File: src/rtl/adcc_pkg.sv
// Constants, types and timing counts shared by the converter control block.
// What this block does
// Chip select high keeps the serial data output in high impedance.
// Role select high: self-clocked master, device drives serial clock and data.
// Role select low: external logic supplies the serial clock that shifts data.
// Coding select high: words come out in two's complement, bipolar span.
// Coding select low: words come out in straight binary, zero to positive span.
// Dither select high adds dither to words; low gives plain quantized words.
// The controlling party must reset the device after power-up.
// Reset pin low holds logic in reset; release starts the analog circuitry.
// Ready flag falls once the reset sequence has completed.
// Convert input taken low begins a conversion cycle.
// A finished conversion loads the output register, then ready falls.
// Convert still low when ready falls starts the next conversion at once.
// Master clock pin tied low enables the on-chip oscillator.
// Master clock pin held high stops every internal clock and the oscillator.
// A logic-level clock toggling on the master clock pin is the master clock.
// Self-clocked with select low when ready falls: word shifts out MSB first.
// Data advances on rising serial clock edges; reader captures on the next.
// Ready rises after the last bit, or two master cycles before new data.
// Self-clocked: serial clock output is tri-stated while chip select is high.
// Conversion words are 16 bits, so a full read takes sixteen clocks.
`default_nettype none

package adcc_pkg;

  // ****************************************************************
  // Clock and timing
  // ****************************************************************
  localparam int CLK_PERIOD_NS  = 25;
  localparam int OSC_PERIOD_NS  = 200;
  localparam int OSC_DIV        = (OSC_PERIOD_NS + CLK_PERIOD_NS - 1) / CLK_PERIOD_NS;
  localparam int MCLK_LOSS_NS   = 2000;
  localparam int MCLK_LOSS_CYC  = (MCLK_LOSS_NS + CLK_PERIOD_NS - 1) / CLK_PERIOD_NS;
  localparam int CONVERT_N_TICKS     = 40;
  localparam int RESET_TICKS    = 16;
  localparam int EARLY_TICKS    = 2;

  // ****************************************************************
  // Data path shape
  // ****************************************************************
  localparam int WORD_BITS      = 16;
  localparam int FIFO_DEPTH     = 16;
  localparam int CNT_W          = 8;
  localparam int BIT_W          = 5;
  localparam int SYNC_W         = 8;
  localparam logic [15:0] LFSR_SEED = 16'hACE1;
  localparam logic [15:0] LFSR_TAPS = 16'hB400;

  // Positions of the pins inside the synchroniser vector.
  localparam int SY_RST   = 0;
  localparam int SY_CONVERT_N  = 1;
  localparam int SY_CS    = 2;
  localparam int SY_MCLK  = 3;
  localparam int SY_SCLK  = 4;
  localparam int SY_ROLE  = 5;
  localparam int SY_CODE  = 6;
  localparam int SY_DITH  = 7;

  typedef logic [WORD_BITS-1:0] adcc_word_t;
  typedef logic [CNT_W-1:0]     adcc_cnt_t;

  typedef enum logic [1:0] {
    CV_BOOT,
    CV_IDLE,
    CV_RUN,
    CV_PUSH
  } adcc_convert_n_state_t;

endpackage : adcc_pkg

`default_nettype wire

File: src/rtl/adcc_stream_if.sv
// Valid/ready word stream between the converter, the FIFO and the serial port.
`default_nettype none

interface adcc_stream_if #(
  parameter int WIDTH = 16
);
  logic             valid;
  logic             ready;
  logic [WIDTH-1:0] data;

  modport src (output valid, output data, input ready);
  modport snk (input valid, input data, output ready);
endinterface : adcc_stream_if

`default_nettype wire

File: src/rtl/adcc_top.sv
// Conversion control, master clock selection and serial output port.
`default_nettype none

module adcc_top (
  input  wire logic              CLK_I,
  input  wire logic              SYS_RST_I,
  input  wire logic              RST_N_I,
  input  wire logic              CONVERT_N_I,
  input  wire logic              CS_N_I,
  input  wire logic              MCLK_I,
  input  wire logic              PORT_ROLE_SELECT_I,
  input  wire logic              CODING_SELECT_I,
  input  wire logic              DITHER_SELECT_I,
  input  wire adcc_pkg::adcc_word_t SAMPLE_I,
  input  wire logic              SCLK_I,
  output var  logic              SCLK_O,
  output var  logic              SCLK_OE_O,
  output var  logic              SERIAL_OUT_O,
  output var  logic              SERIAL_OUT_OE_O,
  output var  logic              READY_N_O,
  output var  logic              ANALOG_START_O,
  output var  logic              MCLK_EXT_O,
  output var  logic              MCLK_STOPPED_O
);
  import adcc_pkg::*;

  // ****************************************************************
  // Pin synchronisers
  // ****************************************************************
  logic [SYNC_W-1:0] sy1;
  logic [SYNC_W-1:0] sy2;
  logic [SYNC_W-1:0] sy3;

  // Every pin passes two flops; the third stage only serves edge finding.
  // The reset image holds the device reset pin asserted, so no false release
  // pulse or stray boot count follows the system reset.
  always_ff @(posedge CLK_I or posedge SYS_RST_I) begin
    if (SYS_RST_I) begin
      sy1 <= 8'h0C;
      sy2 <= 8'h0C;
      sy3 <= 8'h0C;
    end else begin
      sy1 <= {DITHER_SELECT_I, CODING_SELECT_I, PORT_ROLE_SELECT_I, SCLK_I,
              MCLK_I, CS_N_I, CONVERT_N_I, RST_N_I};
      sy2 <= sy1;
      sy3 <= sy2;
    end
  end

  logic dev_rst;
  logic convert_n_low;
  logic cs_n;
  logic role_ssc;
  logic sclk_rise;
  logic mclk_lvl;
  logic mclk_edge;

  assign dev_rst   = ~sy2[SY_RST];
  assign convert_n_low  = ~sy2[SY_CONVERT_N];
  assign cs_n      = sy2[SY_CS];
  assign role_ssc  = sy2[SY_ROLE];
  assign sclk_rise = sy2[SY_SCLK] & ~sy3[SY_SCLK];
  assign mclk_lvl  = sy2[SY_MCLK];
  assign mclk_edge = sy2[SY_MCLK] & ~sy3[SY_MCLK];

  // ****************************************************************
  // Master clock selection
  // ****************************************************************
  logic [7:0] idle_cnt;
  logic [3:0] osc_cnt;
  logic       ext_mode;
  logic       osc_tick;
  logic       mtick;

  assign ext_mode = (idle_cnt < 8'(MCLK_LOSS_CYC));
  assign osc_tick = (osc_cnt == 4'(OSC_DIV - 1));
  // A toggling pin wins; a static low runs the oscillator; a static high stops all.
  assign mtick = ext_mode ? mclk_edge : (~mclk_lvl & osc_tick);

  // Cycles since the last master clock edge decide whether a clock is present.
  always_ff @(posedge CLK_I or posedge SYS_RST_I) begin
    if (SYS_RST_I) begin
      idle_cnt <= 8'hFF;
    end else if (mclk_edge) begin
      idle_cnt <= 8'h00;
    end else if (ext_mode) begin
      idle_cnt <= idle_cnt + 8'h01;
    end
  end

  // The on-chip oscillator is a divider that halts while the pin is high.
  always_ff @(posedge CLK_I or posedge SYS_RST_I) begin
    if (SYS_RST_I) begin
      osc_cnt <= 4'h0;
    end else if (mclk_lvl || ext_mode || osc_tick) begin
      osc_cnt <= 4'h0;
    end else begin
      osc_cnt <= osc_cnt + 4'h1;
    end
  end

  // Clock source status for the surrounding logic.
  always_ff @(posedge CLK_I or posedge SYS_RST_I) begin
    if (SYS_RST_I) begin
      MCLK_EXT_O     <= 1'b0;
      MCLK_STOPPED_O <= 1'b0;
    end else begin
      MCLK_EXT_O     <= ext_mode;
      MCLK_STOPPED_O <= ~ext_mode & mclk_lvl;
    end
  end

  // ****************************************************************
  // Conversion sequencer
  // ****************************************************************
  adcc_convert_n_state_t state;
  adcc_cnt_t        tick_cnt;
  adcc_word_t       result;
  logic [15:0]      lfsr;
  logic             rst_prev;
  logic             boot_done;
  logic             early;
  adcc_word_t       dith;
  adcc_word_t       shaped;

  adcc_stream_if #(.WIDTH(WORD_BITS)) convert_n_s ();
  adcc_stream_if #(.WIDTH(WORD_BITS)) port_s ();

  assign boot_done = (state == CV_BOOT) && mtick && (tick_cnt == CNT_W'(RESET_TICKS - 1));
  assign early     = (state == CV_RUN) && mtick
                   && (tick_cnt == CNT_W'(CONVERT_N_TICKS - 1 - EARLY_TICKS));

  // Dither nudges the LSB by a pseudo-random bit; saturation avoids wrap.
  assign dith = (sy2[SY_DITH] && lfsr[0] && (SAMPLE_I != 16'hFFFF))
              ? SAMPLE_I + 16'h0001 : SAMPLE_I;

  // Sample arrives as offset binary over the bipolar span.
  always_comb begin
    if (sy2[SY_CODE]) begin
      shaped = {~dith[15], dith[14:0]};
    end else if (dith[15]) begin
      shaped = {dith[14:0], 1'b0};
    end else begin
      shaped = 16'h0000;
    end
  end

  // Dither source steps once per master clock, so it stops with the clock.
  always_ff @(posedge CLK_I or posedge SYS_RST_I) begin
    if (SYS_RST_I) begin
      lfsr <= LFSR_SEED;
    end else if (mtick) begin
      lfsr <= lfsr[0] ? ((lfsr >> 1) ^ LFSR_TAPS) : (lfsr >> 1);
    end
  end

  // A pulse on reset release starts the analog circuitry.
  always_ff @(posedge CLK_I or posedge SYS_RST_I) begin
    if (SYS_RST_I) begin
      rst_prev       <= 1'b1;
      ANALOG_START_O <= 1'b0;
    end else begin
      rst_prev       <= dev_rst;
      ANALOG_START_O <= rst_prev & ~dev_rst;
    end
  end

  // Boot count, then convert on a low convert input; the idle test is a level,
  // so a convert input still low when ready falls starts the next cycle at once.
  always_ff @(posedge CLK_I or posedge SYS_RST_I) begin
    if (SYS_RST_I) begin
      state    <= CV_BOOT;
      tick_cnt <= '0;
      result   <= '0;
    end else if (dev_rst) begin
      state    <= CV_BOOT;
      tick_cnt <= '0;
    end else begin
      case (state)
        CV_BOOT: begin
          if (boot_done) begin
            state    <= CV_IDLE;
            tick_cnt <= '0;
          end else if (mtick) begin
            tick_cnt <= tick_cnt + 1'b1;
          end
        end
        CV_IDLE: begin
          if (convert_n_low) begin
            state    <= CV_RUN;
            tick_cnt <= '0;
          end
        end
        CV_RUN: begin
          if (mtick && (tick_cnt == CNT_W'(CONVERT_N_TICKS - 1))) begin
            state  <= CV_PUSH;
            result <= shaped;
          end else if (mtick) begin
            tick_cnt <= tick_cnt + 1'b1;
          end
        end
        CV_PUSH: begin
          // A full queue holds the sequencer here, so no word is dropped.
          if (convert_n_s.ready) begin
            state <= CV_IDLE;
          end
        end
        default: begin
          state <= CV_BOOT;
        end
      endcase
    end
  end

  assign convert_n_s.valid = (state == CV_PUSH);
  assign convert_n_s.data  = result;

  adcc_fifo #(
    .WIDTH (WORD_BITS),
    .DEPTH (FIFO_DEPTH)
  ) u_fifo (
    .clk_i   (CLK_I),
    .rst_i   (SYS_RST_I),
    .flush_i (dev_rst),
    .wr      (convert_n_s),
    .rd      (port_s)
  );

  // ****************************************************************
  // Serial output port
  // ****************************************************************
  adcc_word_t       shreg;
  logic [BIT_W-1:0] bits_left;
  logic             reading;
  logic             ssc_run;
  logic             load;
  logic             bit_edge;
  logic             last_bit;

  // The output register takes a new word whenever no read is in progress.
  assign port_s.ready = ~reading & ~dev_rst;
  assign load         = port_s.valid & port_s.ready;
  assign bit_edge     = (bits_left != '0) && (ssc_run ? (mtick & ~SCLK_O)
                      : (~role_ssc & ~cs_n & sclk_rise));
  assign last_bit     = bit_edge && (bits_left == BIT_W'(1));

  // Shift register: MSB on the pin at load, one bit further per rising edge.
  always_ff @(posedge CLK_I or posedge SYS_RST_I) begin
    if (SYS_RST_I) begin
      shreg        <= '0;
      bits_left    <= '0;
      reading      <= 1'b0;
      SERIAL_OUT_O <= 1'b0;
    end else if (dev_rst) begin
      shreg        <= '0;
      bits_left    <= '0;
      reading      <= 1'b0;
      SERIAL_OUT_O <= 1'b0;
    end else if (load) begin
      shreg        <= port_s.data;
      bits_left    <= BIT_W'(WORD_BITS);
      SERIAL_OUT_O <= port_s.data[WORD_BITS-1];
    end else if (bit_edge) begin
      shreg        <= {shreg[WORD_BITS-2:0], 1'b0};
      SERIAL_OUT_O <= shreg[WORD_BITS-2];
      bits_left    <= bits_left - 1'b1;
      reading      <= ~last_bit;
    end
  end

  // Ready: low after boot or a load, high after the last bit or just before
  // a fresh word would overwrite one that nobody started to read.
  always_ff @(posedge CLK_I or posedge SYS_RST_I) begin
    if (SYS_RST_I) begin
      READY_N_O <= 1'b1;
    end else if (dev_rst) begin
      READY_N_O <= 1'b1;
    end else if (load || boot_done) begin
      READY_N_O <= 1'b0;
    end else if (last_bit || (early && !reading)) begin
      READY_N_O <= 1'b1;
    end
  end

  // Self-clocked run starts only if chip select is low as ready falls.
  always_ff @(posedge CLK_I or posedge SYS_RST_I) begin
    if (SYS_RST_I) begin
      ssc_run <= 1'b0;
    end else if (dev_rst || cs_n || !role_ssc || last_bit) begin
      ssc_run <= 1'b0;
    end else if (load) begin
      ssc_run <= 1'b1;
    end
  end

  // Serial clock out is the master clock halved; it idles low between words.
  always_ff @(posedge CLK_I or posedge SYS_RST_I) begin
    if (SYS_RST_I) begin
      SCLK_O <= 1'b0;
    end else if (!ssc_run) begin
      SCLK_O <= 1'b0;
    end else if (mtick) begin
      SCLK_O <= ~SCLK_O;
    end
  end

  // Pin drivers let go whenever chip select is high.
  always_ff @(posedge CLK_I or posedge SYS_RST_I) begin
    if (SYS_RST_I) begin
      SERIAL_OUT_OE_O <= 1'b0;
      SCLK_OE_O       <= 1'b0;
    end else begin
      SERIAL_OUT_OE_O <= ~cs_n;
      SCLK_OE_O       <= role_ssc & ~cs_n;
    end
  end

endmodule : adcc_top

`default_nettype wire

File: src/rtl/adcc_fifo.sv
// Synchronous word FIFO with valid/ready on both sides.
`default_nettype none

module adcc_fifo #(
  parameter int WIDTH = 16,
  parameter int DEPTH = 16
) (
  input  wire logic clk_i,
  input  wire logic rst_i,
  input  wire logic flush_i,
  adcc_stream_if.snk wr,
  adcc_stream_if.src rd
);
  localparam int AW = $clog2(DEPTH);

  logic [WIDTH-1:0] mem [DEPTH];
  logic [AW:0]      wptr;
  logic [AW:0]      rptr;
  logic             full;
  logic             empty;

  // Extra pointer bit tells full from empty without a separate counter.
  assign empty    = (wptr == rptr);
  assign full     = (wptr[AW] != rptr[AW]) && (wptr[AW-1:0] == rptr[AW-1:0]);
  assign wr.ready = ~full;
  assign rd.valid = ~empty;
  assign rd.data  = mem[rptr[AW-1:0]];

  // Storage is written only on an accepted push.
  always_ff @(posedge clk_i) begin
    if (wr.valid && !full) begin
      mem[wptr[AW-1:0]] <= wr.data;
    end
  end

  // Pointers move on accepted handshakes; a flush empties the queue.
  always_ff @(posedge clk_i or posedge rst_i) begin
    if (rst_i) begin
      wptr <= '0;
      rptr <= '0;
    end else if (flush_i) begin
      wptr <= '0;
      rptr <= '0;
    end else begin
      if (wr.valid && !full) begin
        wptr <= wptr + 1'b1;
      end
      if (rd.ready && !empty) begin
        rptr <= rptr + 1'b1;
      end
    end
  end

endmodule : adcc_fifo

`default_nettype wire

File: config.mk
export PLATFORM = sky130hd
export DESIGN_NAME = adcc_top
export DESIGN_NICKNAME = d
export VERILOG_FILES = /design/src/rtl/adcc_pkg.sv /design/src/rtl/adcc_stream_if.sv /design/src/rtl/adcc_top.sv /design/src/rtl/adcc_fifo.sv
export SDC_FILE = /design/constraint.sdc
export NUM_CORES = 1
export LEC_CHECK = 0
export BUFFER_PORTS_ARGS = -buffer_cell sky130_fd_sc_hd__clkbuf_2
export CORE_MARGIN = 4
export CORE_UTILIZATION = 56
export DETAILED_ROUTE_END_ITERATION = 12
export PLACE_DENSITY = 0.86
export SKIP_CTS_REPAIR_TIMING = 1
export SYNTH_ARGS = -nofsm -noshare
export SYNTH_HDL_FRONTEND = slang
export SYNTH_SLANG_ARGS = --single-unit
File: constraint.sdc
create_clock -name CLK_I -period 3.5 [get_ports CLK_I]
set_clock_uncertainty 0.2 [all_clocks]
set_input_delay 0.35 -clock CLK_I [delete_from_list [all_inputs] [get_ports CLK_I]]
set_output_delay 0.35 -clock CLK_I [all_outputs]
set_load 0.01 [all_outputs]
==> results of run 1 <==
-- synthesized netlist by cell type, drive strengths merged, types with 4 or more instances --
library cell  count
nand2b            6
mux4             67
ha               16
a31o              4
nor4              7
o21ai            34
nand3            24
dfrtp            90
o22ai            26
buf              25
a211oi            4
or3               4
inv              11
clkbuf           19
a22oi             9
nand2            91
mux2i            16
xor2             18
edfxtp          256
and2              4
a21oi            26
nand4            13
xnor2            24
nor2             66
a22o              4
nor3             11
dfstp            23
nor2b             6
and4              6
nor3b             4
-- report_power, final --
part | switching, uW | internal (uW) | leakage [uW]
Clock | 1540 | 2330 | 0.000577
Sequential | 35.5 | 4680 | 0.00341
Combinational | 103 | 58.3 | 0.00158
-- registers in the layout, summed over array words and instances, names as in the netlist, 8 cells and up --
register          flops
sy2                   8
convert_n_s.data     16
u_fifo.mem          256
lfsr                 16
shreg                15
sy1                   8
idle_cnt              8
tick_cnt              8
-- metal layers --
layer	track usage, %	wire length, um	vias to the layer above
met5	0	0	-
met4	7.39	967	0
met3	3.52	2430	69
met2	36.7	16300	442
met1	29.0	12500	4472
li1	-	-	3796
-- final cells by class --
| cell class | instances | area, um2 |
|---|---|---|
| inverter | 11 | 43.8 |
| fill | 1722 | 9690 |
| sequential | 369 | 10500 |
| tap | 341 | 427 |
| clock inverter | 19 | 214 |
| timing repair buffer | 75 | 515 |
| multi-input combinational | 527 | 4400 |
| clock buffer | 45 | 966 |
-- logic make-up after synthesis --
group | count (synthesis) | share of synthesized area [%]
buffers and inverters | 55 | 1.71
adders and majority gates | 16 | 1.32
and+or+nand+nor | 258 | 8.63
DFF | 369 | 69.5
xor gates and xnor gates | 42 | 2.42
muxes | 86 | 11.2
AOI/OAI and AO/OA | 125 | 5.24
-- worst max path at each step --
| stage | startpoint | to | cells past startpoint |
|---|---|---|---|
| floorplan | SYS_RST_I | ANALOG_START_O | 1 |
| global placement | bits_left[0] | bits_left[2] | 8 |
| detailed placement | osc_cnt[0] | tick_cnt[7] | 8 |
| CTS | osc_cnt[0] | tick_cnt[6] | 8 |
| global route | osc_cnt[0] | tick_cnt[6] | 8 |
| finish | osc_cnt[0] | tick_cnt[6] | 8 |
-- cells in the final DEF (no fill, tap or decap), types with 4 or more instances in the layout --
master and n:
nor4_1 5, nand2_1 91, o21ai_0 31, bufinv_16 5, inv_1 10, or3_1 4
and4_1 6, nor2_1 65, clkinv_1 7, nand4_1 11, clkinv_2 6, clkbuf_2 33
a21oi_1 25, mux4_2 67, xor2_1 18, ha_1 16, edfxtp_1 256, dfrtp_1 89
clkbuf_1 7, clkbuf_16 37, nand3_1 23, nor2b_1 6, mux2i_1 16, a22oi_1 9
o22ai_1 26, xnor2_1 24, and2_1 4, dlygate4sd3_1 9, nand2b_1 6, dfstp_2 23
nor3_2 5, a22o_1 4, nor3_1 6, buf_4 32
-- critical path, delay by kind of cell (launching register included) --
family,cells,cell delay [ns]
flip-flops,1,0.36
buffers and inverters,1,0.25
adder cells (fa/ha/maj),1,0.22
AO/OA/AOI/OAI,2,0.47
AND/OR/NAND/NOR,4,1.15
-- per-stage QoR --
| stage | cells | util [%] |
|---|---|---|
| 4_1_cts | 1378 | 63.5 |
| 5_1_grt | 1387 | 63.8 |
| 3_5_place_dp | 1314 | 59.1 |
| 6_report | 1387 | 63.8 |
| 2_1_floorplan | 951 | - |
| 3_3_place_gp | 1314 | 59.1 |
==> flow_metrics.env, run 1 <==
export IMPL_status="finished, final reports clean"
export IMPL_syn2layout_area_growth_pct=12.7
export IMPL_ys_types=68
export IMPL_fin_crit_ns=2.76
export IMPL_max_slew_margin_rel_pct=48.0
export IMPL_cts_max_level=2
export IMPL_syn_inst=951
export IMPL_drt_iter0_drc=875
export IMPL_critical_path_required_ns=3.72
export IMPL_holdPathEnd="convert_n_s.data[13]"
export IMPL_wire_per_inst_um=23.2
export IMPL_r2r_end="tick_cnt[6]"
export IMPL_synth_top_area_share_pct=50.6
export IMPL_syn_avg_cell_area_um2=16.0
export IMPL_clk_pin_slew_ns=0.06
export IMPL_hp_start="SAMPLE_I[13]"
export IMPL_rsz0062_at_grt="false"
export IMPL_cts_tree="built"
export IMPL_io_pins=34
export IMPL_crit_chain="ha_1 -> nor4bb_1 -> o21a_1 -> or2_1 -> buf_4 -> nand3_1 -> or3_1 -> a21oi_1"
export IMPL_arrival_ns=2.98
export IMPL_mappedNetlistArea_um2=15200
export IMPL_timing_rr_start="osc_cnt[0]"
export IMPL_min_period_over_period_pct=78.8
export IMPL_pre_cts_ws_ns=0.826
export IMPL_vias=8779
export IMPL_yosys_area_top_type="edfxtp_1"
export IMPL_fp_dieH_um=173
export IMPL_cts_made_buffers=37
export IMPL_final_nets=1063
export IMPL_worstHoldPathCells=3
export IMPL_hold_violations=0
export IMPL_hold_slack_ns=0.0377
export IMPL_critPathMaxFanout=19
export IMPL_p_leak_uw=0.00556
export IMPL_gp_congestion=0.812
export IMPL_seq_area_frac_synth_pct=69.5
export IMPL_viasPerCell=6.33
export IMPL_timing_hold_worst_class="input pin to flip-flop"
export IMPL_setup_viol=0
export IMPL_grt_pass1_wl_um=50900
export IMPL_grt_pass1_vias=9091
export IMPL_dr_pass1_iters=5
export IMPL_drive_gt1_share_pct=22.4
export IMPL_port_buffers=33
export IMPL_placementRows=60
export IMPL_grt_start_max_net_pins=56
export IMPL_synth_edf_count=256
export IMPL_final_design_area_no_fill_um2=17100
export IMPL_cts_sinks=369
export IMPL_p_per_area_nw_per_um2=511
export IMPL_die_area_um2=29800
export IMPL_antenna_cells=0
export IMPL_ys_warnings_count=0
export IMPL_grtUsageTotal_pct=21.6
export IMPL_ys_ff_latch=369
export IMPL_clkLatencyLatePin_ns=0.50
export IMPL_r2r_setup_slack_ns=0.74
export IMPL_critPathLaunchType="flip-flop"
export IMPL_start_util_pct=56.6
export IMPL_critPathMaxStageDelay_ns=0.43
export IMPL_tns_ns=0
export IMPL_drc=0
export IMPL_ctsRootBufferMaster="clkbuf_16"
export IMPL_max_vdd_ir_drop_mv=0.434
export IMPL_cp_slowest_cell="nor4bb_1"
export IMPL_ant_nets=0
export IMPL_worstSetupPathType="flip-flop to flip-flop"
export IMPL_antenna_found_initial=0
export IMPL_ys_async_sr_fraction_pct=30.6
export IMPL_die_w_um=173
export IMPL_crit_path_end_kind="flip-flop"
export IMPL_place_hpwl_um=19600
export IMPL_worst_pin_slew_ns=0.776
export IMPL_setup_slack_ns=0.740
export IMPL_syn_nets=993
export IMPL_maxCapViolCount=0
export IMPL_wirelength_um=32200
export IMPL_synth_area_leaders="edfxtp_1, dfrtp_1, mux4_2"
export IMPL_dpl_cell_area_um2=15800
export IMPL_gr_total_overflow=0
export IMPL_clock_path_buffers=3
export IMPL_clock_fmax_mhz=362
export IMPL_slew_viol_final=0
export IMPL_timing_reg2reg_worst_path_depth=8
export IMPL_ys_flop_type="edfxtp_1"
export IMPL_fin_total_pwr_uw=8750
export IMPL_core_area_um2=26800
No activity file was read; power rests on OpenSTA's default activity.
==> run 2: changes to the inputs <==
--- a/config.mk
+++ b/config.mk
@@ -7,9 +7,9 @@
 export LEC_CHECK = 0
 export BUFFER_PORTS_ARGS = -buffer_cell sky130_fd_sc_hd__clkbuf_2
 export CORE_MARGIN = 4
-export CORE_UTILIZATION = 56
+export CORE_UTILIZATION = 60
 export DETAILED_ROUTE_END_ITERATION = 12
-export PLACE_DENSITY = 0.86
+export PLACE_DENSITY = 0.88
 export SKIP_CTS_REPAIR_TIMING = 1
 export SYNTH_ARGS = -nofsm -noshare
 export SYNTH_HDL_FRONTEND = slang
==> constraint.sdc (replaced) <==
create_clock -name CLK_I -period 2.7 [get_ports CLK_I]
set_clock_uncertainty 0.2 [all_clocks]
set_input_delay 0.27 -clock CLK_I [delete_from_list [all_inputs] [get_ports CLK_I]]
set_output_delay 0.27 -clock CLK_I [all_outputs]
set_load 0.01 [all_outputs]
==> flow_metrics.env, run 2 (synthesized netlist as in run 1, its figures left out) <==
export IMPL_worstSetupPathType="flip-flop to flip-flop"
export IMPL_cp_slowest_cell="or4b_2"
export IMPL_p_per_area_nw_per_um2=653
export IMPL_drc=0
export IMPL_drt_met1_wl_um=13500
export IMPL_cts_max_level=2
export IMPL_dr_wl_met3_um=2950
export IMPL_clock_path_buffers=3
export IMPL_gr_total_overflow=0
export IMPL_dr_pass1_iters=7
export IMPL_setup_viol=0
export IMPL_r2r_setup_slack_ns=0.002
export IMPL_slew_viol_final=0
export IMPL_timing_rr_start="bits_left[1]"
export IMPL_timing_hold_worst_class="input pin to flip-flop"
export IMPL_max_slew_margin_rel_pct=56.0
export IMPL_critPathLaunchType="flip-flop"
export IMPL_core_area_um2=24600
export IMPL_fp_dieH_um=167
export IMPL_violations="negative hold slack"
export IMPL_crit_chain="inv_1 -> ha_1 -> or4b_2 -> o2111ai_1 -> nand3_4 -> buf_12 -> mux2i_1 -> a21oi_1"
export IMPL_maxCapViolCount=0
export IMPL_ant_nets=0
export IMPL_worst_pin_slew_ns=0.660
export IMPL_r2r_end="shreg[3]"
export IMPL_p_leak_uw=0.00576
export IMPL_wirelength_um=34700
export IMPL_clkLatencyLatePin_ns=0.52
export IMPL_hp_start="SAMPLE_I[14]"
export IMPL_place_hpwl_um=19700
export IMPL_final_common_cell="edfxtp_1"
export IMPL_clock_fmax_mhz=371
export IMPL_status="finished, violations left"
export IMPL_io_pins=34
export IMPL_drt_iter0_drc=1205
export IMPL_top_layer_used="met4"
export IMPL_grt_pass1_wl_um=51800
export IMPL_critPathMaxStageDelay_ns=0.66
export IMPL_largest_register_ffs=256
export IMPL_final_nets=1086
export IMPL_arrival_ns=2.92
export IMPL_cp_num_cells=8
export IMPL_drive_gt1_share_pct=24.1
export IMPL_final_cell_mix="edfxtp_1, nand2_1, dfrtp_1"
export IMPL_antenna_found_initial=0
export IMPL_crit_path_end_kind="flip-flop"
export IMPL_routed_wl_met2_um=17200
export IMPL_worstHoldPathCells=5
export IMPL_ctsRootBufferMaster="clkbuf_16"
export IMPL_grtUsageTotal_pct=23.9
export IMPL_placementRows=57
export IMPL_cts_tree="built"
export IMPL_fillCellCount=1361
export IMPL_gp_congestion=0.887
export IMPL_start_util_pct=61.7
export IMPL_hold_slack_ns=-0.0390
export IMPL_tns_ns=0
export IMPL_critPathTopFamily="simple AND/OR/NAND/NOR gates"
export IMPL_clk_pin_slew_ns=0.07
export IMPL_critPathMaxFanout=16
export IMPL_max_vdd_ir_drop_mv=0.552
export IMPL_die_w_um=167
export IMPL_wire_per_inst_um=24.9
export IMPL_min_period_over_period_pct=99.9
export IMPL_vias=9181
export IMPL_viasPerCell=6.59
export IMPL_port_buffers=33
export IMPL_timing_reg2reg_worst_path_depth=8
export IMPL_syn2layout_area_growth_pct=15.7
export IMPL_die_area_um2=27900
export IMPL_grt_pass1_vias=8916
export IMPL_grt_start_max_net_pins=63
export IMPL_cts_sinks=369
export IMPL_hold_violations=4
export IMPL_holdPathEnd="convert_n_s.data[15]"
export IMPL_antenna_cells=0
export IMPL_critical_path_required_ns=2.93
export IMPL_fin_crit_ns=2.70
export IMPL_cts_made_buffers=35
export IMPL_worst_path_buf_inv=2
## run 2: cell count changes in the layout (fill, tap and decap cells not counted), sizes merged
| cell | delta |
|---|---|
| inv | -1 |
| clkbuf | +4 |
| buf | +22 |
| clkinv | -4 |
| dlygate4sd3 | +3 |
## run 2: area by class of cell
type                       count  area [um2]  share of cell area [%]
inverter                      11        45.0                   0.257
timing repair buffer         100         961                    5.47
multi-input combinational    527        4400                    25.1
sequential                   369       10500                    60.1
clock buffer                  49        1000                    5.70
clock inverter                14         195                    1.11
tap                          324         405                    2.31
## run 2: report_power, final
group	switching, uW	leakage (uW)	internal (uW)
logic	135	0.00176	81.2
registers	48.0	0.00341	6070
clock network	2050	0.000587	3070
total	2240	0.00576	9230
## run 2: worst max-delay path by stage
stage | startpoint | endpoint
2_1_floorplan | u_fifo.wptr[2] | u_fifo.mem[0][0]
3_3_place_gp | u_fifo.rptr[0] | u_fifo.mem[11][7]
3_5_place_dp | bits_left[0] | shreg[11]
4_1_cts | u_fifo.rptr[0] | shreg[10]
5_1_grt | bits_left[1] | shreg[13]
6_report | bits_left[1] | shreg[3]
## run 2: stage by stage
step | setup WS (ns) | util, % | instance area [um2] | std cells | power [uW]
5_1_grt | -0.0640 | 71.4 | 17600 | 1394 | 11800
6_report | 0.00161 | 71.4 | 17600 | 1394 | 11500
4_1_cts | 0.0405 | 70.7 | 17400 | 1377 | 11500
3_3_place_gp | 0.220 | 65.8 | 16200 | 1314 | 6420
2_1_floorplan | -0.234 | - | 15200 | 951 | 6340
3_5_place_dp | 0.150 | 65.8 | 16200 | 1314 | 6430
## run 2: tightest hold or removal path, delay by kind of cell
kind / cells / cell delay, ns
AND/OR/NAND/NOR: 3 / 0.20
buffers and inverters: 1 / 0.11
AO/OA/AOI/OAI: 1 / 0.06
## run 2: per-layer routing
metal / vias to the layer above / track usage [%]
li1: 3838 / -
met5: - / 0
met3: 71 / 4.05
met4: 0 / 6.44
met2: 574 / 39.3
met1: 4698 / 34.0
